File: config.mk
export PLATFORM = sky130hd
export DESIGN_NAME = system_timers_two_to_five
export DESIGN_NICKNAME = d
export VERILOG_FILES = /design/src/pkg/system_timers_pkg.sv /design/src/rtl/system_timers_two_to_five.sv
export VERILOG_INCLUDE_DIRS = /design/src /design/src/pkg
export SDC_FILE = /design/constraint.sdc
export NUM_CORES = 1
export LEC_CHECK = 0
export ABC_AREA = 1
export BUFFER_PORTS_ARGS = -buffer_cell sky130_fd_sc_hd__buf_4
export CORE_MARGIN = 10
export CORE_UTILIZATION = 35
export DETAILED_ROUTE_END_ITERATION = 10
export GPL_TIMING_DRIVEN = 0
export REMOVE_ABC_BUFFERS = 1
export SLEW_MARGIN = 20
export SYNTH_ARGS = -nofsm -noshare
export SYNTH_HDL_FRONTEND = slang
export SYNTH_SLANG_ARGS = --single-unit
File: constraint.sdc
create_clock -name sys_clk -period 3.2 [get_ports sys_clk]
set_clock_uncertainty 0.2 [all_clocks]
set_input_delay 0.16 -clock sys_clk [delete_from_list [all_inputs] [get_ports sys_clk]]
set_output_delay 0.16 -clock sys_clk [all_outputs]
set_load 0.01 [all_outputs]
File: src/pkg/system_timers_regs.svh
`ifndef SYSTEM_TIMERS_REGS_SVH
`define SYSTEM_TIMERS_REGS_SVH

////////////////////////////////////////////////////////////////////////////////
// Register indices; byte address is four times the index
`define TMR_D_COUNT_LOW_IDX      16'h00ac
`define TMR_D_COUNT_HIGH_IDX     16'h00ad
`define TMR_C_COUNT_LOW_IDX      16'h00ae
`define TMR_C_COUNT_HIGH_IDX     16'h00af
`define TMR_B_CONTROL_IDX        16'h00c8
`define TMR_B_DIVIDE_IDX         16'h00c9
`define TMR_B_RELOAD_LOW_IDX     16'h00ca
`define TMR_B_RELOAD_HIGH_IDX    16'h00cb
`define TMR_B_COUNT_LOW_IDX      16'h00cc
`define TMR_B_COUNT_HIGH_IDX     16'h00cd
`define TMR_C_D_CONTROL_IDX      16'h00cf
`define TMR_E_CONTROL_IDX        16'ha003
`define TMR_E_COUNT_LOW_IDX      16'ha004
`define TMR_E_COUNT_MID_IDX      16'ha005
`define TMR_E_COUNT_TOP_IDX      16'ha006

////////////////////////////////////////////////////////////////////////////////
// Reset values and field positions
`define REG_RESET_VALUE          8'h00
`define TMR_B_DIVIDE_SEL_BIT     0
`define TMR_E_RESERVED_MASK      8'h06

////////////////////////////////////////////////////////////////////////////////
// First timer prescale ratios, in system clocks
`define TMR_B_DIV_STD            4'd12
`define TMR_B_DIV_FAST           4'd4
`define TMR_B_DIV_BAUD           4'd2

`endif

File: src/pkg/system_timers_pkg.sv
package system_timers_pkg;

   // APB request from the CPU side
   typedef struct packed {
      logic        psel;
      logic        penable;
      logic        pwrite;
      logic [17:0] paddr;
      logic [31:0] pwdata;
   } apb_req_t;

   // APB answer to the CPU side
   typedef struct packed {
      logic [31:0] prdata;
      logic        pready;
      logic        pslverr;
   } apb_rsp_t;

   // First timer control byte, bit 7 first
   typedef struct packed {
      logic overflow_flag;
      logic ext_trigger_flag;
      logic rx_baud_source_sel;
      logic tx_baud_source_sel;
      logic ext_trigger_enable;
      logic run;
      logic count_source;
      logic capture_reload_sel;
   } tmr_b_ctrl_t;

   // One nibble of the shared control byte
   typedef struct packed {
      logic overflow_flag;
      logic mode;
      logic run;
      logic irq_enable;
   } tmr_simple_ctrl_t;

   // Shared control: d high nibble, c low
   typedef struct packed {
      tmr_simple_ctrl_t d;
      tmr_simple_ctrl_t c;
   } tmr_c_d_ctrl_t;

   // 24-bit timer control byte
   typedef struct packed {
      logic       overflow_flag;
      logic [1:0] clock_sel;
      logic       mode;
      logic       run;
      logic [1:0] reserved;
      logic       irq_enable;
   } tmr_e_ctrl_t;

   // Interrupt request lines
   typedef struct packed {
      logic tmr_b_irq;
      logic tmr_c_irq;
      logic tmr_d_irq;
      logic tmr_e_irq;
   } timer_irq_t;

   // Operating mode of the first timer
   typedef enum logic [1:0] {
      tb_stopped,
      tb_auto_reload,
      tb_capture,
      tb_baud
   } tmr_b_mode_t;

endpackage

File: src/rtl/system_timers_two_to_five.sv
// Decided for this implementation: register access over APB.
`timescale 1ns/1ps
`include "system_timers_regs.svh"
// Notes on behaviour
// Reload mode: count up, flag, reload on overflow
// Capture mode: flag overflow, capture on trigger edge
// Baud mode forces reload, overflows clock serial
// Run bit clear stops the first timer
// No overflow flag in baud mode; software clears
// Baud selects choose first or legacy timer
// Trigger flag set on falling edge when enabled
// Software keeps trigger enable at zero
// Count source picks pin events or internal clock
// Timers c and d: 16-bit, system clocked
// Overflow flags set by hardware, software clears
// Mode bit picks reload or free wrap
// Simple timers advance only while run set
// Interrupt enable gates the overflow request
// Byte write hits reload or live counter
// Reads return live count, no snapshot
// Timer e: 24-bit, same write behaviour
// Timer e counts from oscillator, not system clock
// Clock select: fast osc 0x, slow osc 1x
// Timer e flag, mode, run, interrupt enable
// Internal clock divides by 12, 4 or 2
// Count pin sampled each clock, falling edges
// Divide select: 4 when set, 12 default
// Overflow is the step from all ones, one-clock event
// Interrupt line is flag and enable together; timer b ORs its two flags, no enable
module system_timers_two_to_five (
   // Clock and reset
   input  wire logic                    sys_clk,
   input  wire logic                    reset,
   // APB register bus
   input  wire system_timers_pkg::apb_req_t apb_req,
   output      system_timers_pkg::apb_rsp_t apb_rsp,
   // First timer pins
   input  wire logic                    tmr_b_count_pin,
   input  wire logic                    ext_trigger_pin,
   // Serial port baud clocking
   input  wire logic                    legacy_timer_overflow,
   output      logic                    rx_baud_tick,
   output      logic                    tx_baud_tick,
   // Oscillator levels for the 24-bit timer
   input  wire logic                    fast_internal_osc,
   input  wire logic                    slow_internal_osc,
   // Interrupt requests
   output      system_timers_pkg::timer_irq_t irq
);
   import system_timers_pkg::*;

   ////////////////////////////////////////////////////////////////////////////
   // Helpers

   // One count step; bit 16 flags the wrap
   function automatic logic [16:0] step16(input logic [15:0] cnt, input logic [15:0] rld,
                                          input logic do_reload);
      logic [16:0] res;
      res = {1'b0, cnt + 16'h0001};
      if (cnt == 16'hffff) begin
         res = {1'b1, (do_reload ? rld : 16'h0000)};
      end
      return res;
   endfunction

   // Replace one byte of a 16-bit value
   function automatic logic [15:0] put_byte16(input logic [15:0] val, input logic [7:0] b,
                                              input logic hi);
      logic [15:0] res;
      res = hi ? {b, val[7:0]} : {val[15:8], b};
      return res;
   endfunction

   ////////////////////////////////////////////////////////////////////////////
   // APB decode

   logic [15:0]   idx;          // Register index from the byte address
   logic          access;       // Access phase of any transfer
   logic          wr;           // Write taken this cycle
   logic [7:0]    wbyte;        // Written byte, low lane
   logic          mapped;       // Index names a register
   logic [7:0]    rbyte;        // Read mux result

   assign idx    = apb_req.paddr[17:2];
   assign access = apb_req.psel && apb_req.penable;
   assign wr     = access && apb_req.pwrite && mapped;
   assign wbyte  = apb_req.pwdata[7:0];

   ////////////////////////////////////////////////////////////////////////////
   // Registers

   tmr_b_ctrl_t   tb_ctrl;      // First timer control
   logic          tb_div_sel;   // First timer fast prescale select
   logic [15:0]   tb_count;     // First timer live count
   logic [15:0]   tb_reload;    // Reload or capture pair
   logic [3:0]    tb_prescale;  // Internal clock prescaler
   logic          tb_pin_prev;  // Count pin, last sample
   logic          trig_prev;    // Trigger pin, last sample
   tmr_c_d_ctrl_t cd_ctrl;      // Shared control of timers c and d
   logic [15:0]   cd_count [2]; // Index 0 is timer c, 1 is timer d
   logic [15:0]   cd_reload [2];
   tmr_e_ctrl_t   te_ctrl;      // 24-bit timer control
   logic [23:0]   te_count;     // 24-bit live count
   logic [23:0]   te_reload;    // 24-bit reload value
   logic          fast_prev;    // Oscillator levels, last sample
   logic          slow_prev;

   ////////////////////////////////////////////////////////////////////////////
   // First timer mode and tick

   tmr_b_mode_t   tb_mode;
   logic [3:0]    tb_div;
   logic          tb_tick;
   logic [16:0]   tb_step;
   logic          tb_ovf;
   logic          trig_fall;

   // Mode from run, baud selects and capture select
   always_comb begin
      // run bit gates
      if (!tb_ctrl.run) begin
         tb_mode = tb_stopped;
      // baud overrides capture
      end else if (tb_ctrl.rx_baud_source_sel || tb_ctrl.tx_baud_source_sel) begin
         tb_mode = tb_baud;
      end else if (tb_ctrl.capture_reload_sel) begin
         tb_mode = tb_capture;
      end else begin
         tb_mode = tb_auto_reload;
      end
   end

   // prescale ratio choice
   assign tb_div = (tb_mode == tb_baud) ? `TMR_B_DIV_BAUD :
                   (tb_div_sel ? `TMR_B_DIV_FAST : `TMR_B_DIV_STD);

   // source of count events
   assign tb_tick = (tb_mode != tb_stopped) &&
                    (tb_ctrl.count_source ? (tb_pin_prev && !tmr_b_count_pin)
                                          : (tb_prescale == tb_div - 4'd1));

   // reload except in capture mode
   assign tb_step   = step16(tb_count, tb_reload, tb_mode != tb_capture);
   // one-cycle overflow event
   assign tb_ovf    = tb_tick && tb_step[16];
   assign trig_fall = trig_prev && !ext_trigger_pin;

   // Prescaler restarts while stopped so the first period is whole
   always_ff @(posedge sys_clk) begin
      if (reset || tb_mode == tb_stopped || tb_prescale >= tb_div - 4'd1) begin
         tb_prescale <= 4'h0;
      end else begin
         tb_prescale <= tb_prescale + 4'h1;
      end
   end

   // Pin samples for edge detection
   always_ff @(posedge sys_clk) begin
      if (reset) begin
         tb_pin_prev <= 1'b1;
         trig_prev   <= 1'b1;
         fast_prev   <= 1'b0;
         slow_prev   <= 1'b0;
      end else begin
         tb_pin_prev <= tmr_b_count_pin;
         trig_prev   <= ext_trigger_pin;
         fast_prev   <= fast_internal_osc;
         slow_prev   <= slow_internal_osc;
      end
   end

   // First timer count and reload/capture pair
   always_ff @(posedge sys_clk) begin
      if (reset) begin
         tb_count  <= 16'h0000;
         tb_reload <= 16'h0000;
      end else begin
         if (tb_tick) begin
            tb_count <= tb_step[15:0];
         end
         // trigger only acts when software enabled it
         if (trig_fall && tb_ctrl.ext_trigger_enable) begin
            // capture live count
            if (tb_mode == tb_capture) begin
               tb_reload <= tb_count;
            end else if (tb_mode == tb_auto_reload) begin
               tb_count <= tb_reload;
            end
         end
         // Software writes win over a same-cycle step on that byte
         if (wr && idx == `TMR_B_COUNT_LOW_IDX) begin
            tb_count[7:0] <= wbyte;
         end
         if (wr && idx == `TMR_B_COUNT_HIGH_IDX) begin
            tb_count[15:8] <= wbyte;
         end
         if (wr && idx == `TMR_B_RELOAD_LOW_IDX) begin
            tb_reload[7:0] <= wbyte;
         end
         if (wr && idx == `TMR_B_RELOAD_HIGH_IDX) begin
            tb_reload[15:8] <= wbyte;
         end
      end
   end

   // First timer control; hardware sets beat a same-cycle clear
   always_ff @(posedge sys_clk) begin
      if (reset) begin
         tb_ctrl    <= tmr_b_ctrl_t'(`REG_RESET_VALUE);
         tb_div_sel <= 1'b0;
      end else begin
         if (wr && idx == `TMR_B_CONTROL_IDX) begin
            tb_ctrl <= tmr_b_ctrl_t'(wbyte);
         end
         // no flag while used as baud source
         if (tb_ovf && tb_mode != tb_baud) begin
            tb_ctrl.overflow_flag <= 1'b1;
         end
         // trigger edge flag
         if (trig_fall && tb_ctrl.ext_trigger_enable) begin
            tb_ctrl.ext_trigger_flag <= 1'b1;
         end
         if (wr && idx == `TMR_B_DIVIDE_IDX) begin
            tb_div_sel <= wbyte[`TMR_B_DIVIDE_SEL_BIT];
         end
      end
   end

   // baud clock sources, registered
   always_ff @(posedge sys_clk) begin
      if (reset) begin
         rx_baud_tick <= 1'b0;
         tx_baud_tick <= 1'b0;
      end else begin
         rx_baud_tick <= tb_ctrl.rx_baud_source_sel ? (tb_ovf && tb_mode == tb_baud) : legacy_timer_overflow;
         tx_baud_tick <= tb_ctrl.tx_baud_source_sel ? (tb_ovf && tb_mode == tb_baud) : legacy_timer_overflow;
      end
   end

   ////////////////////////////////////////////////////////////////////////////
   // Timers c and d

   tmr_simple_ctrl_t cd_sel [2];
   logic [16:0]      cd_step [2];
   logic             cd_ovf [2];
   logic [15:0]      cd_low_idx [2];

   assign cd_sel[0]     = cd_ctrl.c;
   assign cd_sel[1]     = cd_ctrl.d;
   assign cd_low_idx[0] = `TMR_C_COUNT_LOW_IDX;
   assign cd_low_idx[1] = `TMR_D_COUNT_LOW_IDX;

   // step, reload or wrap
   always_comb begin
      for (int i = 0; i < 2; i++) begin
         cd_step[i] = step16(cd_count[i], cd_reload[i], cd_sel[i].mode);
         // advance only while running
         cd_ovf[i]  = cd_sel[i].run && cd_step[i][16];
      end
   end

   // Counters and reloads
   always_ff @(posedge sys_clk) begin
      if (reset) begin
         for (int i = 0; i < 2; i++) begin
            cd_count[i]  <= 16'h0000;
            cd_reload[i] <= 16'h0000;
         end
      end else begin
         for (int i = 0; i < 2; i++) begin
            if (cd_sel[i].run) begin
               cd_count[i] <= cd_step[i][15:0];
            end
            // reload mode writes reload, free-run the counter
            if (wr && (idx == cd_low_idx[i] || idx == cd_low_idx[i] + 16'h0001)) begin
               if (cd_sel[i].mode) begin
                  cd_reload[i] <= put_byte16(cd_reload[i], wbyte, idx[0]);
               end else begin
                  cd_count[i] <= put_byte16(cd_count[i], wbyte, idx[0]);
               end
            end
         end
      end
   end

   // Shared control; overflow set wins over a same-cycle clear
   always_ff @(posedge sys_clk) begin
      if (reset) begin
         cd_ctrl <= tmr_c_d_ctrl_t'(`REG_RESET_VALUE);
      end else begin
         if (wr && idx == `TMR_C_D_CONTROL_IDX) begin
            cd_ctrl <= tmr_c_d_ctrl_t'(wbyte);
         end
         // hardware sets flags
         if (cd_ovf[0]) begin
            cd_ctrl.c.overflow_flag <= 1'b1;
         end
         if (cd_ovf[1]) begin
            cd_ctrl.d.overflow_flag <= 1'b1;
         end
      end
   end

   ////////////////////////////////////////////////////////////////////////////
   // Timer e, 24 bits, oscillator edges

   logic        te_tick;
   logic        te_wrap;
   logic [23:0] te_next;
   logic        te_wr_hit;
   logic [1:0]  te_lane;

   // osc choice; each below half the system clock
   // Stop or sleep: counts only while the system clock runs
   assign te_tick   = te_ctrl.run &&
                      (te_ctrl.clock_sel[1] ? (slow_internal_osc && !slow_prev)
                                            : (fast_internal_osc && !fast_prev));
   assign te_wrap   = (te_count == 24'hffffff);
   // reload or wrap at all ones
   assign te_next   = te_wrap ? (te_ctrl.mode ? te_reload : 24'h000000) : te_count + 24'h000001;
   assign te_wr_hit = wr && (idx == `TMR_E_COUNT_LOW_IDX || idx == `TMR_E_COUNT_MID_IDX ||
                             idx == `TMR_E_COUNT_TOP_IDX);
   assign te_lane   = 2'(idx - `TMR_E_COUNT_LOW_IDX);

   // Count and reload
   always_ff @(posedge sys_clk) begin
      if (reset) begin
         te_count  <= 24'h000000;
         te_reload <= 24'h000000;
      end else begin
         if (te_tick) begin
            te_count <= te_next;
         end
         // byte write by mode
         if (te_wr_hit) begin
            if (te_ctrl.mode) begin
               te_reload[te_lane*8 +: 8] <= wbyte;
            end else begin
               te_count[te_lane*8 +: 8] <= wbyte;
            end
         end
      end
   end

   // Control; reserved bits stay zero
   always_ff @(posedge sys_clk) begin
      if (reset) begin
         te_ctrl <= tmr_e_ctrl_t'(`REG_RESET_VALUE);
      end else begin
         if (wr && idx == `TMR_E_CONTROL_IDX) begin
            te_ctrl <= tmr_e_ctrl_t'(wbyte & ~`TMR_E_RESERVED_MASK);
         end
         // hardware set of the flag
         if (te_tick && te_wrap) begin
            te_ctrl.overflow_flag <= 1'b1;
         end
      end
   end

   ////////////////////////////////////////////////////////////////////////////
   // Interrupt lines

   // flag gated by enable; timer b ORs its two flags, ungated
   always_ff @(posedge sys_clk) begin
      if (reset) begin
         irq <= '0;
      end else begin
         irq.tmr_b_irq <= tb_ctrl.overflow_flag || tb_ctrl.ext_trigger_flag;
         irq.tmr_c_irq <= cd_ctrl.c.overflow_flag && cd_ctrl.c.irq_enable;
         irq.tmr_d_irq <= cd_ctrl.d.overflow_flag && cd_ctrl.d.irq_enable;
         irq.tmr_e_irq <= te_ctrl.overflow_flag && te_ctrl.irq_enable;
      end
   end

   ////////////////////////////////////////////////////////////////////////////
   // Read mux and answer

   // live counts, no snapshot
   always_comb begin
      mapped = 1'b1;
      rbyte  = 8'h00;
      case (idx)
         `TMR_B_CONTROL_IDX:     rbyte = tb_ctrl;
         `TMR_B_DIVIDE_IDX:      rbyte = {7'h00, tb_div_sel};
         `TMR_B_RELOAD_LOW_IDX:  rbyte = tb_reload[7:0];
         `TMR_B_RELOAD_HIGH_IDX: rbyte = tb_reload[15:8];
         `TMR_B_COUNT_LOW_IDX:   rbyte = tb_count[7:0];
         `TMR_B_COUNT_HIGH_IDX:  rbyte = tb_count[15:8];
         `TMR_C_COUNT_LOW_IDX:   rbyte = cd_count[0][7:0];
         `TMR_C_COUNT_HIGH_IDX:  rbyte = cd_count[0][15:8];
         `TMR_D_COUNT_LOW_IDX:   rbyte = cd_count[1][7:0];
         `TMR_D_COUNT_HIGH_IDX:  rbyte = cd_count[1][15:8];
         `TMR_C_D_CONTROL_IDX:   rbyte = cd_ctrl;
         `TMR_E_CONTROL_IDX:     rbyte = te_ctrl;
         `TMR_E_COUNT_LOW_IDX:   rbyte = te_count[7:0];
         `TMR_E_COUNT_MID_IDX:   rbyte = te_count[15:8];
         `TMR_E_COUNT_TOP_IDX:   rbyte = te_count[23:16];
         default:                mapped = 1'b0;
      endcase
      // Misaligned means unmapped
      if (apb_req.paddr[1:0] != 2'b00) begin
         mapped = 1'b0;
      end
   end

   // Zero-wait; unmapped access errors and changes nothing
   assign apb_rsp.pready  = 1'b1;
   assign apb_rsp.pslverr = access && !mapped;
   assign apb_rsp.prdata  = (access && mapped && !apb_req.pwrite) ? {24'h000000, rbyte} : 32'h00000000;

endmodule

## Word level (Yosys, flattened, before mapping)

Memories as Yosys holds them, arrays and structs flattened.
Cells that the tools add are included.

- $add $sub $neg: 8
- Multiply operators: 0
- Div/mod/pow operators: 0
- Magnitude comparators: 1
- Eq/ne operators: 25
- Shift operators: 2
- Multiplexer cells: 79
- Bitwise operators: 6
- Reductions and logical operators: 63

Operator list:

| cell | count |
|---|---|
| 2-to-1 mux 16 bit | 19 |
| equality test 16 x 8 -> 1 bit, second input constant | 11 |
| 2-to-1 mux 24 bit | 6 |
| one-hot mux 8 bit (15 select lines) | 1 |
| equality test 16 bit, second input constant | 7 |
| 2-to-1 mux 8 bit | 8 |
| 2-to-1 mux 17 bit | 3 |
| adder 16 x 1 -> 16 bit, second input constant | 3 |
| bitwise mux 24 bit | 2 |
| 2-to-1 mux 1 bit | 35 |
| negator 5 -> 34 bit | 1 |
| variable shift 8 x 34 -> 24 bit, first input constant | 1 |
| variable part select 8 x 34 -> 24 bit | 1 |
| logical AND 1 bit | 33 |
| adder 24 x 1 -> 24 bit, second input constant | 1 |
| equality test 24 bit, second input constant | 1 |
| nonzero test 2 bit | 11 |
| OR reduction 15 bit | 1 |
| logical OR 1 bit | 8 |
| 2-to-1 mux 4 bit | 2 |
| logical NOT 1 bit | 6 |
| 2-to-1 mux 2 bit | 3 |
| OR 1 bit | 6 |
| AND reduction 2 bit | 3 |
| 9 further kinds | 11 |

- Bits in registers: 117
- Latch bits: 0
- Memory bits (writable): 64
- Memory bits (read-only): 0
- Input port bits: 60
- Output and inout bits: 40
- Logic and storage cells: 224
- Memories kept: 2

Memories:

| memory | words | bits a word | rd ports | clocked after Yosys merged registers in | write ports | line | source |
|---|---|---|---|---|---|---|---|
| cd_count | 2 | 16 | 2 | 0 | 2 | system_timers_two_to_five.sv:100 | `logic [15:0] cd_count [2];` |
| cd_reload | 2 | 16 | 2 | 0 | 2 | system_timers_two_to_five.sv:101 | `logic [15:0] cd_reload [2];` |

## Depth between registers and ports, before layout

- Depth in word-level cells: 14
- Depth in mapped cells: 17
- Gate-level depth less buffers: 16

## Worst setup path before layout

Ideal clock, no wire load.

- Kind: in2reg
- Start point: input apb_req[34] (netlist bit)
- End point: memory cd_reload[1][0], in the netlist cd_reload[0][16], enable pin
- Setup time: 0.384 ns
- Arrival time: 2.519 ns
- Required time: 2.616 ns
- Slack: 0.097 ns
- Stages: 13
- Path buffers: 1
- Cells stage by stage: inv_1 > clkbuf_1 > ha_1 > nand3_2 > nor2_1 > nand2_2 > nand3_1 > nor2_1 > nand2_2 > nand4_4 > nor2_2 > nand3_1 > o21ai_0

RTL lines:

| item | line | source |
|---|---|---|
| start: declaration | system_timers_two_to_five.sv:35 | `input wire system_timers_pkg::apb_req_t apb_req,` |
| end: declaration | system_timers_two_to_five.sv:101 |  |

==> metrics.md <==
| Metric | Value |
|---|---|
| First-pass GRT wire length | `68100 um` |
| Syn_area_per_cell | `6.63 sq um` |
| Critical path type | `input port to output pin` |
| Worst-Skew Late Latency | `460 ps` |
| Most used flip-flop cell after synthesis | `dfxtp_1` |
| Worst IR drop on VDD | `0.368 mV` |
| FF-to-FF End | `tb_count[3]$_SDFF_PP0_` |
| CTS sink cnt | `181` |
| NetSw | `1350 uW` |
| Wire per inst | `19.6 um` |
| Fin. max-slew vios | `0` |
| Wirelength, routed | `44900 um` |
| CTS root buf | `clkbuf_16` |
| Post-DP Area | `12500 sq um` |
| Placed Instances | `2224` |
| Sum Neg Setup Slack | `0 ps` |
| Internal | `3530 uW` |
| CTS tree | `yes` |
| Setup-failing EPs final | `0` |
| Data required, critical path | `2840 ps` |
| Final Critical Period | `3070 ps` |
| Asr flop ratio synth | `0%` |
| CP Launch Type | `input port` |
| Leak | `0.00538 uW` |
| Vias in the first global route | `11.1k` |
| Max Cap Viol | `0` |
| Most common cell after layout, fill and taps aside | `nand2_1` |
| Post-synthesis cell area | `11900 sq um` |
| Most frequent cells in the layout | `nand2_1 (419), nor2_1 (243), inv_1 (182)` |
| Worst-case clock buffer depth | `2` |
| Initial Utilization | `35.5%` |
| Clk pin slew, worst setup/hold paths | `70 ps` |
| Total power | `4870 uW` |
| Multi-input logic area | `6610 sq um` |
| Grt total ovfl | `0` |
| Design area | `13500 sq um` |
| Register bit total from synthesis | `181` |
| ANT cells | `0` |
| Share of cells above drive strength 1 | `10.5%` |
| Remaining antenna violation count | `0` |
| Clk pwr share | `43.4%` |
| Routability congestion estimate | `0.956` |
| Final net count | `1900` |
| # rows | `67` |
| Critical path endpoint category | `output pin` |
| Unique cell type count in the Yosys netlist | `53` |
| Number of iterations in the first detailed-routing pass | `5` |
| Yosys warns | `0` |
| Sw Ratio | `27.7%` |
| Htree depth | `4` |
| Max-slew headroom | `45.5%` |
| Crit-path max FO | `15` |
| Pwr Density | `361 nW/um^2` |
| Ports | `100` |
| Die H | `204 um` |
| DRC viols | `0` |
| Reg-to-Reg Start | `tb_ctrl[4]$_SDFFE_PP0P_` |
| Die width | `204 um` |
| Detail Placement HPWL | `33000 um` |
| Vias after detailed routing | `12.2k` |
| IO Port Bufs | `50` |
| Die ar. | `41800 sq um` |
| Worst hold path cell count | `5` |
| Worst-margin pin slew | `817 ps` |
| Total GRT Usage | `21.3%` |
| F_max | `0.326 GHz` |
| Post-synth EDFFs | `64` |
| Hold Path End | `tb_div_sel$_SDFFE_PP0P_` |
| R2R Setup Slk | `260 ps` |
| Sequential cell area | `4270 sq um` |
| Critical path arrival | `2710 ps` |
| Final period utilization | `96.0%` |
| Sequential share of power | `49.7%` |
| Largest net degree at the start of global routing | `60` |
| Area grow syn2layout | `13.5%` |
| CTS Buf Count | `17` |
| Outcome | `complete, no violations` |
| Final worst slack | `128 ps` |
| DR vias/cell | `5.31` |
| Core area | `33500 sq um` |
| Min-delay worst type | `input port to register` |
| Seq/Total Area, Yosys | `35.8%` |
| Pre-CTS setup slack | `-1230 ps` |
| Initial antenna violation count | `0` |
| DR iter-0 viols | `1200` |
| Min-delay src | `apb_req[37]` |
| Fill cells | `3600` |
| Fin. Hold Viols | `0` |
| Non-Filler Instances | `2290` |
| RSZ-0062 raised after global routing | `false` |
| Post-Synthesis Cells | `1794` |
| Combinational share of power | `6.8%` |
| Reg2Reg Depth | `15` |
-- per-stage QoR --
stage / utilization [%] / hold slack (ps)
after floorplan: - / 29.1
after global placement: 37.0 / 149
after detailed placement: 37.3 / 163
after CTS: 39.9 / 14.0
after global routing: 40.3 / 78.0
final: 40.3 / 38.9
-- repair_timing --
| item | CTS | global route |
|---|---|---|
| endpoints found under the hold margin | 61 | 0 |
| resized for setup | 20 | 17 |
| pin swaps | 5 | 3 |
| setup buffers | 9 | 10 |
| hold buffers | 13 | 0 |
| endpoints found under the setup margin | 199 | 156 |
| gates cloned | 2 | 0 |
-- worst max-delay path, cell delays in order --
cell and delay [ps]:
buf_4 220, clkinvlp_4 260, ha_1 390, nand3_1 140, nor2_1 70, nand2_2 200, inv_1 140, a2111oi_1 690
a21oi_1 220, buf_4 200
-- sequential cells by signal (all words and copies together) (netlist names), 4 cells and up --
register / flops
tb_prescale: 4
tb_ctrl: 8
te_ctrl: 6
te_reload: 24
tb_reload: 16
cd_reload: 32
cd_ctrl: 8
cd_count: 32
tb_count: 16
te_count: 24
irq: 4
-- area by class of cell --
class | instances | area share (%)
clock buffers | 17 | 3.15
clock inverters | 15 | 1.04
inverters | 194 | 5.44
multi-input cells | 1347 | 49.0
flip-flops and latches | 181 | 31.6
well taps | 448 | 4.15
repair buffers | 88 | 5.70
-- layer usage --
layer	GRT usage, %	part of all wire, %
met4	8.36	3.2
met5	0	0
met3	5.10	8.8
met1	28.7	44
met2	32.1	44
-- logic make-up after synthesis --
family	Yosys count	synth area share [%]
compound gates	334	15.3
xor+xnor	35	2.58
fa+ha+maj	11	1.16
buf+inv	291	10.6
flops	181	35.8
other cells	2	0.0631
simple gates	940	34.5
-- Yosys cell counts, types with 6 or more instances --
| master | instances | area (sq um) |
|---|---|---|
| xor2_1 | 32 | 280 |
| nand3_1 | 115 | 576 |
| nor2_2 | 25 | 156 |
| dfxtp_1 | 117 | 2340 |
| o21ai_0 | 121 | 606 |
| nor4_1 | 10 | 62.6 |
| a21oi_1 | 124 | 621 |
| nand3b_1 | 6 | 45.0 |
| or2_0 | 7 | 43.8 |
| clkbuf_1 | 45 | 169 |
| or2_1 | 7 | 43.8 |
| nand2_1 | 423 | 1590 |
| edfxtp_1 | 64 | 1920 |
| a22oi_1 | 7 | 52.6 |
| inv_2 | 6 | 22.5 |
| buf_2 | 12 | 60.1 |
| nor2_1 | 248 | 931 |
| nor3_1 | 33 | 165 |
| buf_4 | 30 | 225 |
| inv_1 | 187 | 702 |
| ha_1 | 11 | 138 |
| nand4_1 | 38 | 238 |
| o21ai_1 | 10 | 50.1 |
| o22ai_1 | 40 | 250 |
| o21a_1 | 6 | 45.0 |
| nand2_2 | 11 | 68.8 |
| a31oi_1 | 8 | 50.1 |
-- worst max path at each step --
| stage | startpoint | endpoint | slack (ps) | cells after the start |
|---|---|---|---|---|
| 6_report | apb_req[34] | apb_rsp[5] | 130 | 10 |
| 5_1_grt | apb_req[34] | cd_count[0][6]$_SDFFCE_PN0P_ | 30 | 15 |
| 4_1_cts | apb_req[34] | cd_reload[0][13]$_SDFFCE_PP0P_ | -20 | 13 |
| 3_5_place_dp | apb_req[34] | te_reload[10]$_SDFFE_PP0P_ | -1230 | 14 |
| 3_3_place_gp | slow_prev$_SDFF_PP0_ | te_count[15]$_SDFF_PP0_ | -2290 | 9 |
| 2_1_floorplan | slow_prev$_SDFF_PP0_ | te_count[15]$_SDFF_PP0_ | -170 | 9 |
-- power by group through the flow --
stage          clock network (uW)  logic, uW  registers, uW
5_1_grt                      2220        359           2430
3_3_place_gp                    0        295           2480
2_1_floorplan                   0        139           2470
6_report                     2120        334           2420
4_1_cts                      2150        321           2420
3_5_place_dp                    0        301           2480
(Power assumes the default switching activity.)
